===== src/psb_pkg.sv =====
package psb_pkg;
  localparam int NUM_OUT = 6;
  localparam int NUM_CCP = 4;
  localparam int NUM_CMP = 4;
  localparam int SRC_W = 4;
  localparam int NUM_ASD_SRC = 8;
  // modulation source encodings
  localparam logic [3:0] MSRC_SOFT = 4'h0;
  localparam logic [3:0] MSRC_PIN = 4'h1;
  localparam logic [3:0] MSRC_CCP0 = 4'h2;
  localparam logic [3:0] MSRC_CMP0 = 4'h6;
  localparam logic [3:0] MSRC_LAST = 4'ha;
  // reset values
  localparam logic [5:0] STEER_RST = 6'h00;
  localparam logic [5:0] LEVELS_RST = 6'h00;
  localparam logic [5:0] IDLE_RST = 6'h00;

  typedef enum logic [1:0] {
    PSB_MODE_SINGLE,
    PSB_MODE_COMPL,
    PSB_MODE_3PHASE,
    PSB_MODE_FIXED
  } psb_mode_t;

  typedef struct packed {
    logic module_enable_bit;
    logic buffer_load_request;
    logic steer_sync_enable;
    logic [5:0] steering_select_reg;
  } psb_steer_ctl_t;

  typedef struct packed {
    logic modulation_enable_bit;
    logic software_modulation_bit;
    logic [3:0] source;
  } psb_mdl_ctl_t;

  typedef struct packed {
    logic shutdown_enable_bit;
    logic override_force_bit;
    logic auto_restart_select;
    logic [7:0] shutdown_source_select;
    logic [5:0] shutdown_output_levels;
  } psb_asd_ctl_t;
endpackage : psb_pkg


===== src/psb_sync2.sv =====
`timescale 1ns/1ps
`default_nettype none
module psb_sync2 #(
  parameter int W = 1
) (
  input wire logic clk,
  input wire logic rst,
  input wire logic [W-1:0] d,
  output logic [W-1:0] q
);
  logic [W-1:0] meta;
  always_ff @(posedge clk or posedge rst) begin
    if (rst) begin
      meta <= '0;
      q <= '0;
    end else begin
      meta <= d;
      q <= meta;
    end
  end
endmodule : psb_sync2
`default_nettype wire


===== src/psb_steer_burst_shutdown.sv =====
`timescale 1ns/1ps
`default_nettype none
module psb_steer_burst_shutdown
  import psb_pkg::*;
(
  // clock and reset
  input wire logic CLK,
  input wire logic RST,
  // waveform core
  input wire logic PERIOD_EVENT,
  input wire logic [psb_pkg::NUM_OUT-1:0] PWM_RAW,
  input wire logic [psb_pkg::NUM_OUT-1:0] IDLE_LEVELS,
  input wire psb_pkg::psb_mode_t MODE,
  output logic RUN,
  output logic PERIOD_RESTART,
  // steering control
  input wire psb_pkg::psb_steer_ctl_t STEER_CTL,
  output logic LOAD_PENDING,
  output logic [psb_pkg::NUM_OUT-1:0] STEER_ACTIVE,
  // modulation
  input wire psb_pkg::psb_mdl_ctl_t MDL_CTL,
  input wire logic EXT_EVENT_PIN,
  input wire logic [psb_pkg::NUM_CCP-1:0] CCP_OUT,
  input wire logic [psb_pkg::NUM_CMP-1:0] CMP_OUT,
  // shutdown
  input wire psb_pkg::psb_asd_ctl_t ASD_CTL,
  input wire logic [psb_pkg::NUM_ASD_SRC-1:0] ASD_SRC,
  input wire logic EVENT_FLAG_SET,
  input wire logic EVENT_FLAG_CLR,
  output logic SHUTDOWN_EVENT_FLAG,
  output logic SHUTDOWN_ACTIVE,
  output logic ASD_IRQ,
  // pins
  output logic [psb_pkg::NUM_OUT-1:0] PWM_OUT
);
  // asynchronous sources pass two flops first
  logic pin_s;
  logic [NUM_CCP-1:0] ccp_s;
  logic [NUM_CMP-1:0] cmp_s;
  logic [NUM_ASD_SRC-1:0] asd_s;

  psb_sync2 #(.W(1 + NUM_CCP + NUM_CMP + NUM_ASD_SRC)) u_sync (
    .clk(CLK),
    .rst(RST),
    .d({EXT_EVENT_PIN, CCP_OUT, CMP_OUT, ASD_SRC}),
    .q({pin_s, ccp_s, cmp_s, asd_s})
  );

  // steering buffer and load request
  logic en_d;
  logic ld_d;
  logic ssync_d;
  logic load_pend;
  logic [NUM_OUT-1:0] steer_buf;
  logic [NUM_OUT-1:0] steer_held;
  logic en_rise;
  logic ld_rise;

  assign en_rise = STEER_CTL.module_enable_bit & ~en_d;
  assign ld_rise = STEER_CTL.buffer_load_request & ~ld_d;

  always_ff @(posedge CLK or posedge RST) begin
    if (RST) begin
      en_d <= 1'b0;
      ld_d <= 1'b0;
      ssync_d <= 1'b0;
    end else begin
      en_d <= STEER_CTL.module_enable_bit;
      ld_d <= STEER_CTL.buffer_load_request;
      ssync_d <= STEER_CTL.steer_sync_enable;
    end
  end

  // the buffer snapshot is taken on the set, independent of sync mode
  always_ff @(posedge CLK or posedge RST) begin
    if (RST) begin
      steer_buf <= STEER_RST;
    end else if (en_rise || ld_rise || !STEER_CTL.module_enable_bit) begin
      steer_buf <= STEER_CTL.steering_select_reg;
    end
  end

  // pending load survives until a period event or module disable; set wins over done
  always_ff @(posedge CLK or posedge RST) begin
    if (RST) begin
      load_pend <= 1'b0;
    end else if (ld_rise) begin
      load_pend <= 1'b1;
    end else if (PERIOD_EVENT || !STEER_CTL.module_enable_bit) begin
      load_pend <= 1'b0;
    end
  end

  always_ff @(posedge CLK or posedge RST) begin
    if (RST) begin
      steer_held <= STEER_RST;
    end else if (!STEER_CTL.module_enable_bit) begin
      steer_held <= STEER_CTL.steering_select_reg;
    end else if (STEER_CTL.steer_sync_enable && !ssync_d) begin
      steer_held <= steer_buf;
    end else if (load_pend && PERIOD_EVENT) begin
      steer_held <= steer_buf;
    end
  end

  // fixed duty mode steers straight from the select register; sync only in the other modes
  logic steer_sync_on;
  logic [NUM_OUT-1:0] steer_eff;
  assign steer_sync_on = STEER_CTL.steer_sync_enable &&
                         (MODE != PSB_MODE_FIXED);
  assign steer_eff = steer_sync_on ? steer_held
                                   : STEER_CTL.steering_select_reg;

  // modulation source mux: one source at a time by encoding
  logic mdl_src;
  always_comb begin
    mdl_src = MDL_CTL.software_modulation_bit;
    if (MDL_CTL.source == MSRC_PIN) begin
      mdl_src = pin_s;
    end else if (MDL_CTL.source >= MSRC_CCP0 &&
                 MDL_CTL.source < MSRC_CMP0) begin
      mdl_src = ccp_s[2'(MDL_CTL.source - MSRC_CCP0)];
    end else if (MDL_CTL.source >= MSRC_CMP0 &&
                 MDL_CTL.source < MSRC_LAST) begin
      mdl_src = cmp_s[2'(MDL_CTL.source - MSRC_CMP0)];
    end
  end

  logic mdl_req;
  assign mdl_req = MDL_CTL.modulation_enable_bit ? mdl_src : 1'b1;

  // shutdown flags
  logic asd_hit;
  logic asd_cond;
  logic restart_wait;
  logic soft_evt;
  logic flag_drop;
  assign asd_hit = |(asd_s & ASD_CTL.shutdown_source_select);
  // a source-raised flag lets go by itself under auto restart, otherwise
  // the pins could never come back; a software-raised one waits for a clear
  assign flag_drop = EVENT_FLAG_CLR ||
                     (ASD_CTL.auto_restart_select && !soft_evt);
  assign asd_cond = asd_hit || (SHUTDOWN_EVENT_FLAG && !flag_drop);

  // remembers that software, not a source, raised the flag
  always_ff @(posedge CLK or posedge RST) begin
    if (RST) begin
      soft_evt <= 1'b0;
    end else if (!ASD_CTL.shutdown_enable_bit) begin
      soft_evt <= 1'b0;
    end else if (EVENT_FLAG_SET) begin
      soft_evt <= 1'b1;
    end else if (EVENT_FLAG_CLR) begin
      soft_evt <= 1'b0;
    end
  end

  always_ff @(posedge CLK or posedge RST) begin
    if (RST) begin
      SHUTDOWN_EVENT_FLAG <= 1'b0;
    end else if (!ASD_CTL.shutdown_enable_bit) begin
      SHUTDOWN_EVENT_FLAG <= 1'b0;
    end else if (asd_hit || EVENT_FLAG_SET) begin
      SHUTDOWN_EVENT_FLAG <= 1'b1;
    end else if (flag_drop) begin
      SHUTDOWN_EVENT_FLAG <= 1'b0;
    end
  end

  // interrupt pulse only from the flag rising; the force bit never raises it
  always_ff @(posedge CLK or posedge RST) begin
    if (RST) begin
      ASD_IRQ <= 1'b0;
    end else begin
      ASD_IRQ <= ASD_CTL.shutdown_enable_bit && !SHUTDOWN_EVENT_FLAG &&
                 (asd_hit || EVENT_FLAG_SET);
    end
  end

  // active flag: manual clear needs software; auto clears with condition
  always_ff @(posedge CLK or posedge RST) begin
    if (RST) begin
      SHUTDOWN_ACTIVE <= 1'b0;
    end else if (!ASD_CTL.shutdown_enable_bit) begin
      SHUTDOWN_ACTIVE <= 1'b0;
    end else if (asd_cond || EVENT_FLAG_SET) begin
      SHUTDOWN_ACTIVE <= 1'b1;
    end else if (ASD_CTL.auto_restart_select || EVENT_FLAG_CLR) begin
      SHUTDOWN_ACTIVE <= 1'b0;
    end
  end

  // outputs stay overridden until the next period event after release
  always_ff @(posedge CLK or posedge RST) begin
    if (RST) begin
      restart_wait <= 1'b0;
    end else if (SHUTDOWN_ACTIVE) begin
      restart_wait <= 1'b1;
    end else if (PERIOD_EVENT) begin
      restart_wait <= 1'b0;
    end
  end

  // burst state machine
  typedef enum logic [1:0] {
    ST_IDLE,
    ST_RUN,
    ST_DRAIN
  } psb_burst_t;
  psb_burst_t state;
  psb_burst_t next_state;
  logic fixed_inactive;
  // in fixed duty the period event toggles phase; freeze on the one
  // that leaves the pwm inactive, i.e. when the raw pwm is active now
  assign fixed_inactive = |PWM_RAW;

  always_comb begin
    next_state = state;
    unique case (state)
      ST_IDLE: begin
        if (mdl_req && STEER_CTL.module_enable_bit) begin
          next_state = ST_RUN;
        end
      end
      ST_RUN: begin
        if (!STEER_CTL.module_enable_bit) begin
          next_state = ST_IDLE;
        end else if (!mdl_req) begin
          next_state = ST_DRAIN;
        end
      end
      ST_DRAIN: begin
        if (!STEER_CTL.module_enable_bit) begin
          next_state = ST_IDLE;
        end else if (PERIOD_EVENT) begin
          if (MODE != PSB_MODE_FIXED || fixed_inactive) begin
            next_state = ST_IDLE;
          end
        end
      end
    endcase
  end

  always_ff @(posedge CLK or posedge RST) begin
    if (RST) begin
      state <= ST_IDLE;
    end else begin
      state <= next_state;
    end
  end

  always_ff @(posedge CLK or posedge RST) begin
    if (RST) begin
      RUN <= 1'b0;
      PERIOD_RESTART <= 1'b0;
      LOAD_PENDING <= 1'b0;
      STEER_ACTIVE <= STEER_RST;
    end else begin
      RUN <= (next_state != ST_IDLE);
      PERIOD_RESTART <= (state == ST_IDLE) && (next_state == ST_RUN);
      LOAD_PENDING <= load_pend;
      STEER_ACTIVE <= steer_eff;
    end
  end

  // output stage: override first, then burst idle, then steered pwm
  logic override_on;
  assign override_on = ASD_CTL.shutdown_enable_bit &&
                       (SHUTDOWN_ACTIVE || SHUTDOWN_EVENT_FLAG ||
                        restart_wait || ASD_CTL.override_force_bit);

  genvar gi;
  generate
    for (gi = 0; gi < NUM_OUT; gi++) begin : g_pin
      always_ff @(posedge CLK or posedge RST) begin
        if (RST) begin
          PWM_OUT[gi] <= LEVELS_RST[gi];
        end else if (override_on) begin
          PWM_OUT[gi] <= ASD_CTL.shutdown_output_levels[gi];
        end else if (state == ST_IDLE || !steer_eff[gi]) begin
          PWM_OUT[gi] <= IDLE_LEVELS[gi];
        end else begin
          PWM_OUT[gi] <= PWM_RAW[gi];
        end
      end
    end
  endgenerate
endmodule : psb_steer_burst_shutdown
`default_nettype wire


===== config.mk =====
export PLATFORM = sky130hd
export DESIGN_NAME = psb_steer_burst_shutdown
export DESIGN_NICKNAME = d
export VERILOG_FILES = /design/src/psb_pkg.sv /design/src/psb_sync2.sv /design/src/psb_steer_burst_shutdown.sv
export SDC_FILE = /design/constraint.sdc
export NUM_CORES = 1
export LEC_CHECK = 0
export ABC_AREA = 1
export BUFFER_PORTS_ARGS = -buffer_cell sky130_fd_sc_hd__buf_4
export CAP_MARGIN = 20
export CORE_MARGIN = 1
export CORE_UTILIZATION = 45
export DETAILED_ROUTE_END_ITERATION = 6
export GPL_TIMING_DRIVEN = 0
export PLACE_DENSITY = 0.76
export SETUP_SLACK_MARGIN = 0.15
export SLEW_MARGIN = 15
export SYNTH_ARGS = -nofsm -noshare
export SYNTH_HDL_FRONTEND = slang
export SYNTH_SLANG_ARGS = --single-unit

===== constraint.sdc =====
create_clock -name CLK -period 2 [get_ports CLK]
set_input_delay 0.2 -clock CLK [delete_from_list [all_inputs] [get_ports CLK]]
set_output_delay 0.2 -clock CLK [all_outputs]
set_load 0.005 [all_outputs]

==> results.toml <==
[outcome]
status = "complete, no violations"

[sta]
fin_hold_ws_ns = 0.0516
final.setup.tns_ns = 0
unrepaired_setup_endpoints_after_global_routing = "no"
relSlewSlack = 0.724
slew_violations = 0
finalCritPeriodShare = 0.710
max_freq_mhz = 704
finalSetupViolCount = 0
fin_ws_ns = 0.580
finalHoldViolations = 0
timing.clock.skew_ns = 0.0104
time_the_final_worst_path_needs_with_i_o_delays_and_setup_ns = 1.42
timing_worst_slew_pin_value_ns = 0.409

[final_layout]
fillerInstances = 461
areaGrowthSynthToFinish_pct = 43.6
final_cell_mix = "buf_4, nand2_1, dfrtp_1"
ff_latch_area_um2 = 1800
mostFrequentLayoutCell = "buf_4"
final_cells = 463
final_cell_area_um2 = 3950
final_net_count = 454
drive_above_1_share = 0.327
insertedDiodeCount = 0
area_occupied_by_multi_input_gates_um2 = 787

[routing]
detail_route.wirelength_um = 5870
drt_iter0_markers = 73
routedWlPerCell_um = 12.7
route.antenna.remaining_nets = 0
routed_via_density = 4.64
drtPass1Iterations = 4
drc = 0
via_count = 2148

[place]
place.port_buffers = 85
post_place_cells = 427
gp_congestion = 0.821
detailedPlacementHpwl_um = 4390
pre_cts_slack_ns = 0.639
placedInstanceArea_um2 = 3530

[power]
power_switching_w = 0.000909
share_seq_of_total_power = 0.474
sw_ratio = 0.262
cellPowerDensity_nw_per_um2 = 879
leakage_nw = 2.03
clkPwrFrac = 0.341
internal-power_w = 0.00256
power.share.combinational = 0.185
worst_ir_drop_vdd_v = 0.000505

[grt]
first_pass_grt_wire_length_um = 9420
grt_pass1_vias = 2119
maximum_number_of_pins_on_one_net_before_global_route_repair = 35
grt_antenna_before_repair = 0
total_routing_usage_gr = 0.197
grt.overflow.total = 0

[cts]
post-cts-setup-buffers = 0
hold_buffers = 20
clock_latency_ns = 0.33
cts_repair_resize_count = 0
tritoncts.num_buffers = 9
cts_tree = "done"
h-tree-depth = 3
clk_path_buf_depth = 2
cts.sink_count = 72
buffer_cell_driving_the_clock_tree_root = "clkbuf_8"
worst_setup_hold_path_clk_slew_ns = 0.07

[logic_synthesis]
synthesis.area_per_instance_um2 = 10.4
synth.distinct_cells = 28
synthDominantAreaCellType = "dfrtp_1"
post_synth_inst_count = 265
synth_fp_nets = 336
sequential_element_share_of_the_synthesized_area = 0.656
synth-warning-count = 0
mappedNetlistArea_um2 = 2750
synthDominantCellAreaShare = 0.656
synth_area_leaders = "dfrtp_1, nand2_1, inv_1"
synth-seq-cells = 72

[setup_path]
path_buf_inv = 3
critPathTopFamily = "buffers and inverters"
cp_common_cell = "nand2_1"
worst_path_max_delay_cell = "dlygate4sd3_1"
worstSetupStartpointType = "primary input"
critical_path.endpoint_type = "flip-flop"
class_of_the_most_critical_setup_path = "primary input to flip-flop"
critical-path-max-stage-delay_ns = 0.53
required_ns = 2.21
worst_ep_arrival_ns = 1.63
timing.critical_path.cells = "dlygate4sd3_1, buf_4, nand2_1, inv_2, nand2_1, nand2_1, nand2_1, nand2_1, o211ai_1, o21ai_1"
crit_path_max_fanout = 7

[floorplanning]
floorplan.initialDensity = 0.464
die_w_um = 80.1
floorplan.io_pins = 86
std_cell_core_area_um2 = 5920
die_height_um = 80.1
dieArea_um2 = 6420
num_rows = 28

[hold_path]
min_path_type = "primary input to flip-flop"

[job]
maxCapViolations = 0
cells by family (layout without fill, tap and decap cells):
logic type	count (synthesis)	after routing	synth area share
simple gates	114	114	0.175
flops	72	72	0.656
buf+inv	39	162	0.0578
compound gates	32	32	0.0774
fa+ha+maj	3	3	0.0137
mux	5	5	0.0205
path summary, 6_finish.rpt:
path	startpoint	end	slack [ns]	cells after the start
worst max-delay path	STEER_CTL[6]	PWM_OUT[4]	0.58	10
worst max register to register	SHUTDOWN_ACTIVE	PWM_OUT[0]	0.60	4
max in group asynchronous	RST	STEER_ACTIVE[3]	1.07	4
worst min register to register	u_sync.meta[9]	u_sync.q[9]	0.35	0
worst min-delay path	STEER_CTL[8]	en_d	0.05	1
min in group asynchronous	RST	u_sync.q[5]	0.44	3
final cells by class:
class | instances | share of cell area
well taps | 75 | 0.0238
repair buffers | 107 | 0.225
clock inverters | 5 | 0.0159
plain buffers | 3 | 0.00603
multi-input cells | 154 | 0.199
flip-flops and latches | 72 | 0.457
inverters | 36 | 0.0352
clock buffers | 11 | 0.0384
power by group through the flow:
stage / Sequential [W] / Clock [W] / Combinational [W]
2_1_floorplan: 0.00167 / 0 / 0.000313
3_3_place_gp: 0.00166 / 0 / 0.000580
3_5_place_dp: 0.00167 / 0 / 0.000612
4_1_cts: 0.00164 / 0.00120 / 0.000646
5_1_grt: 0.00166 / 0.00127 / 0.000723
6_report: 0.00164 / 0.00118 / 0.000641
flip-flops by register name (all words and copies together) (netlist names):
signal	flops
PERIOD_RESTART	1
u_sync.q	17
soft_evt	1
ssync_d	1
LOAD_PENDING	1
ASD_IRQ	1
restart_wait	1
RUN	1
STEER_ACTIVE	6
en_d	1
SHUTDOWN_EVENT_FLAG	1
PWM_OUT	6
SHUTDOWN_ACTIVE	1
ld_d	1
steer_held	6
state	2
u_sync.meta	17
steer_buf	6
load_pend	1
cells in the mapped netlist:
cell type,n
a21boi_0,1
nand3_1,10
a21oi_1,3
nor2_1,14
buf_6,1
mux2_2,5
o2111ai_1,1
dfrtp_1,72
a221oi_1,2
clkinv_1,2
nand2_1,77
o41ai_2,1
or2_1,1
a21oi_2,1
o21bai_1,1
nand3_2,2
o211ai_1,6
nor2_2,3
nand2_2,5
o21ai_0,4
buf_2,1
ha_1,3
a31oi_1,5
inv_2,3
nand4_1,2
inv_1,31
buf_4,1
o21ai_1,7
per-stage QoR:
step                 util  total power [W]
global placement    0.588          0.00224
global route        0.666          0.00365
CTS                 0.666          0.00349
floorplan               -          0.00198
detailed placement  0.596          0.00229
finish              0.666          0.00347
metal layers:
metal | global-route usage | part of all wire
met1 | 0.226 | 0.41
met5 | 0 | 0
met4 | 0.0857 | 0.014
met3 | 0.0261 | 0.038
met2 | 0.365 | 0.53
Note: power is estimated with default switching activity, not from simulation.
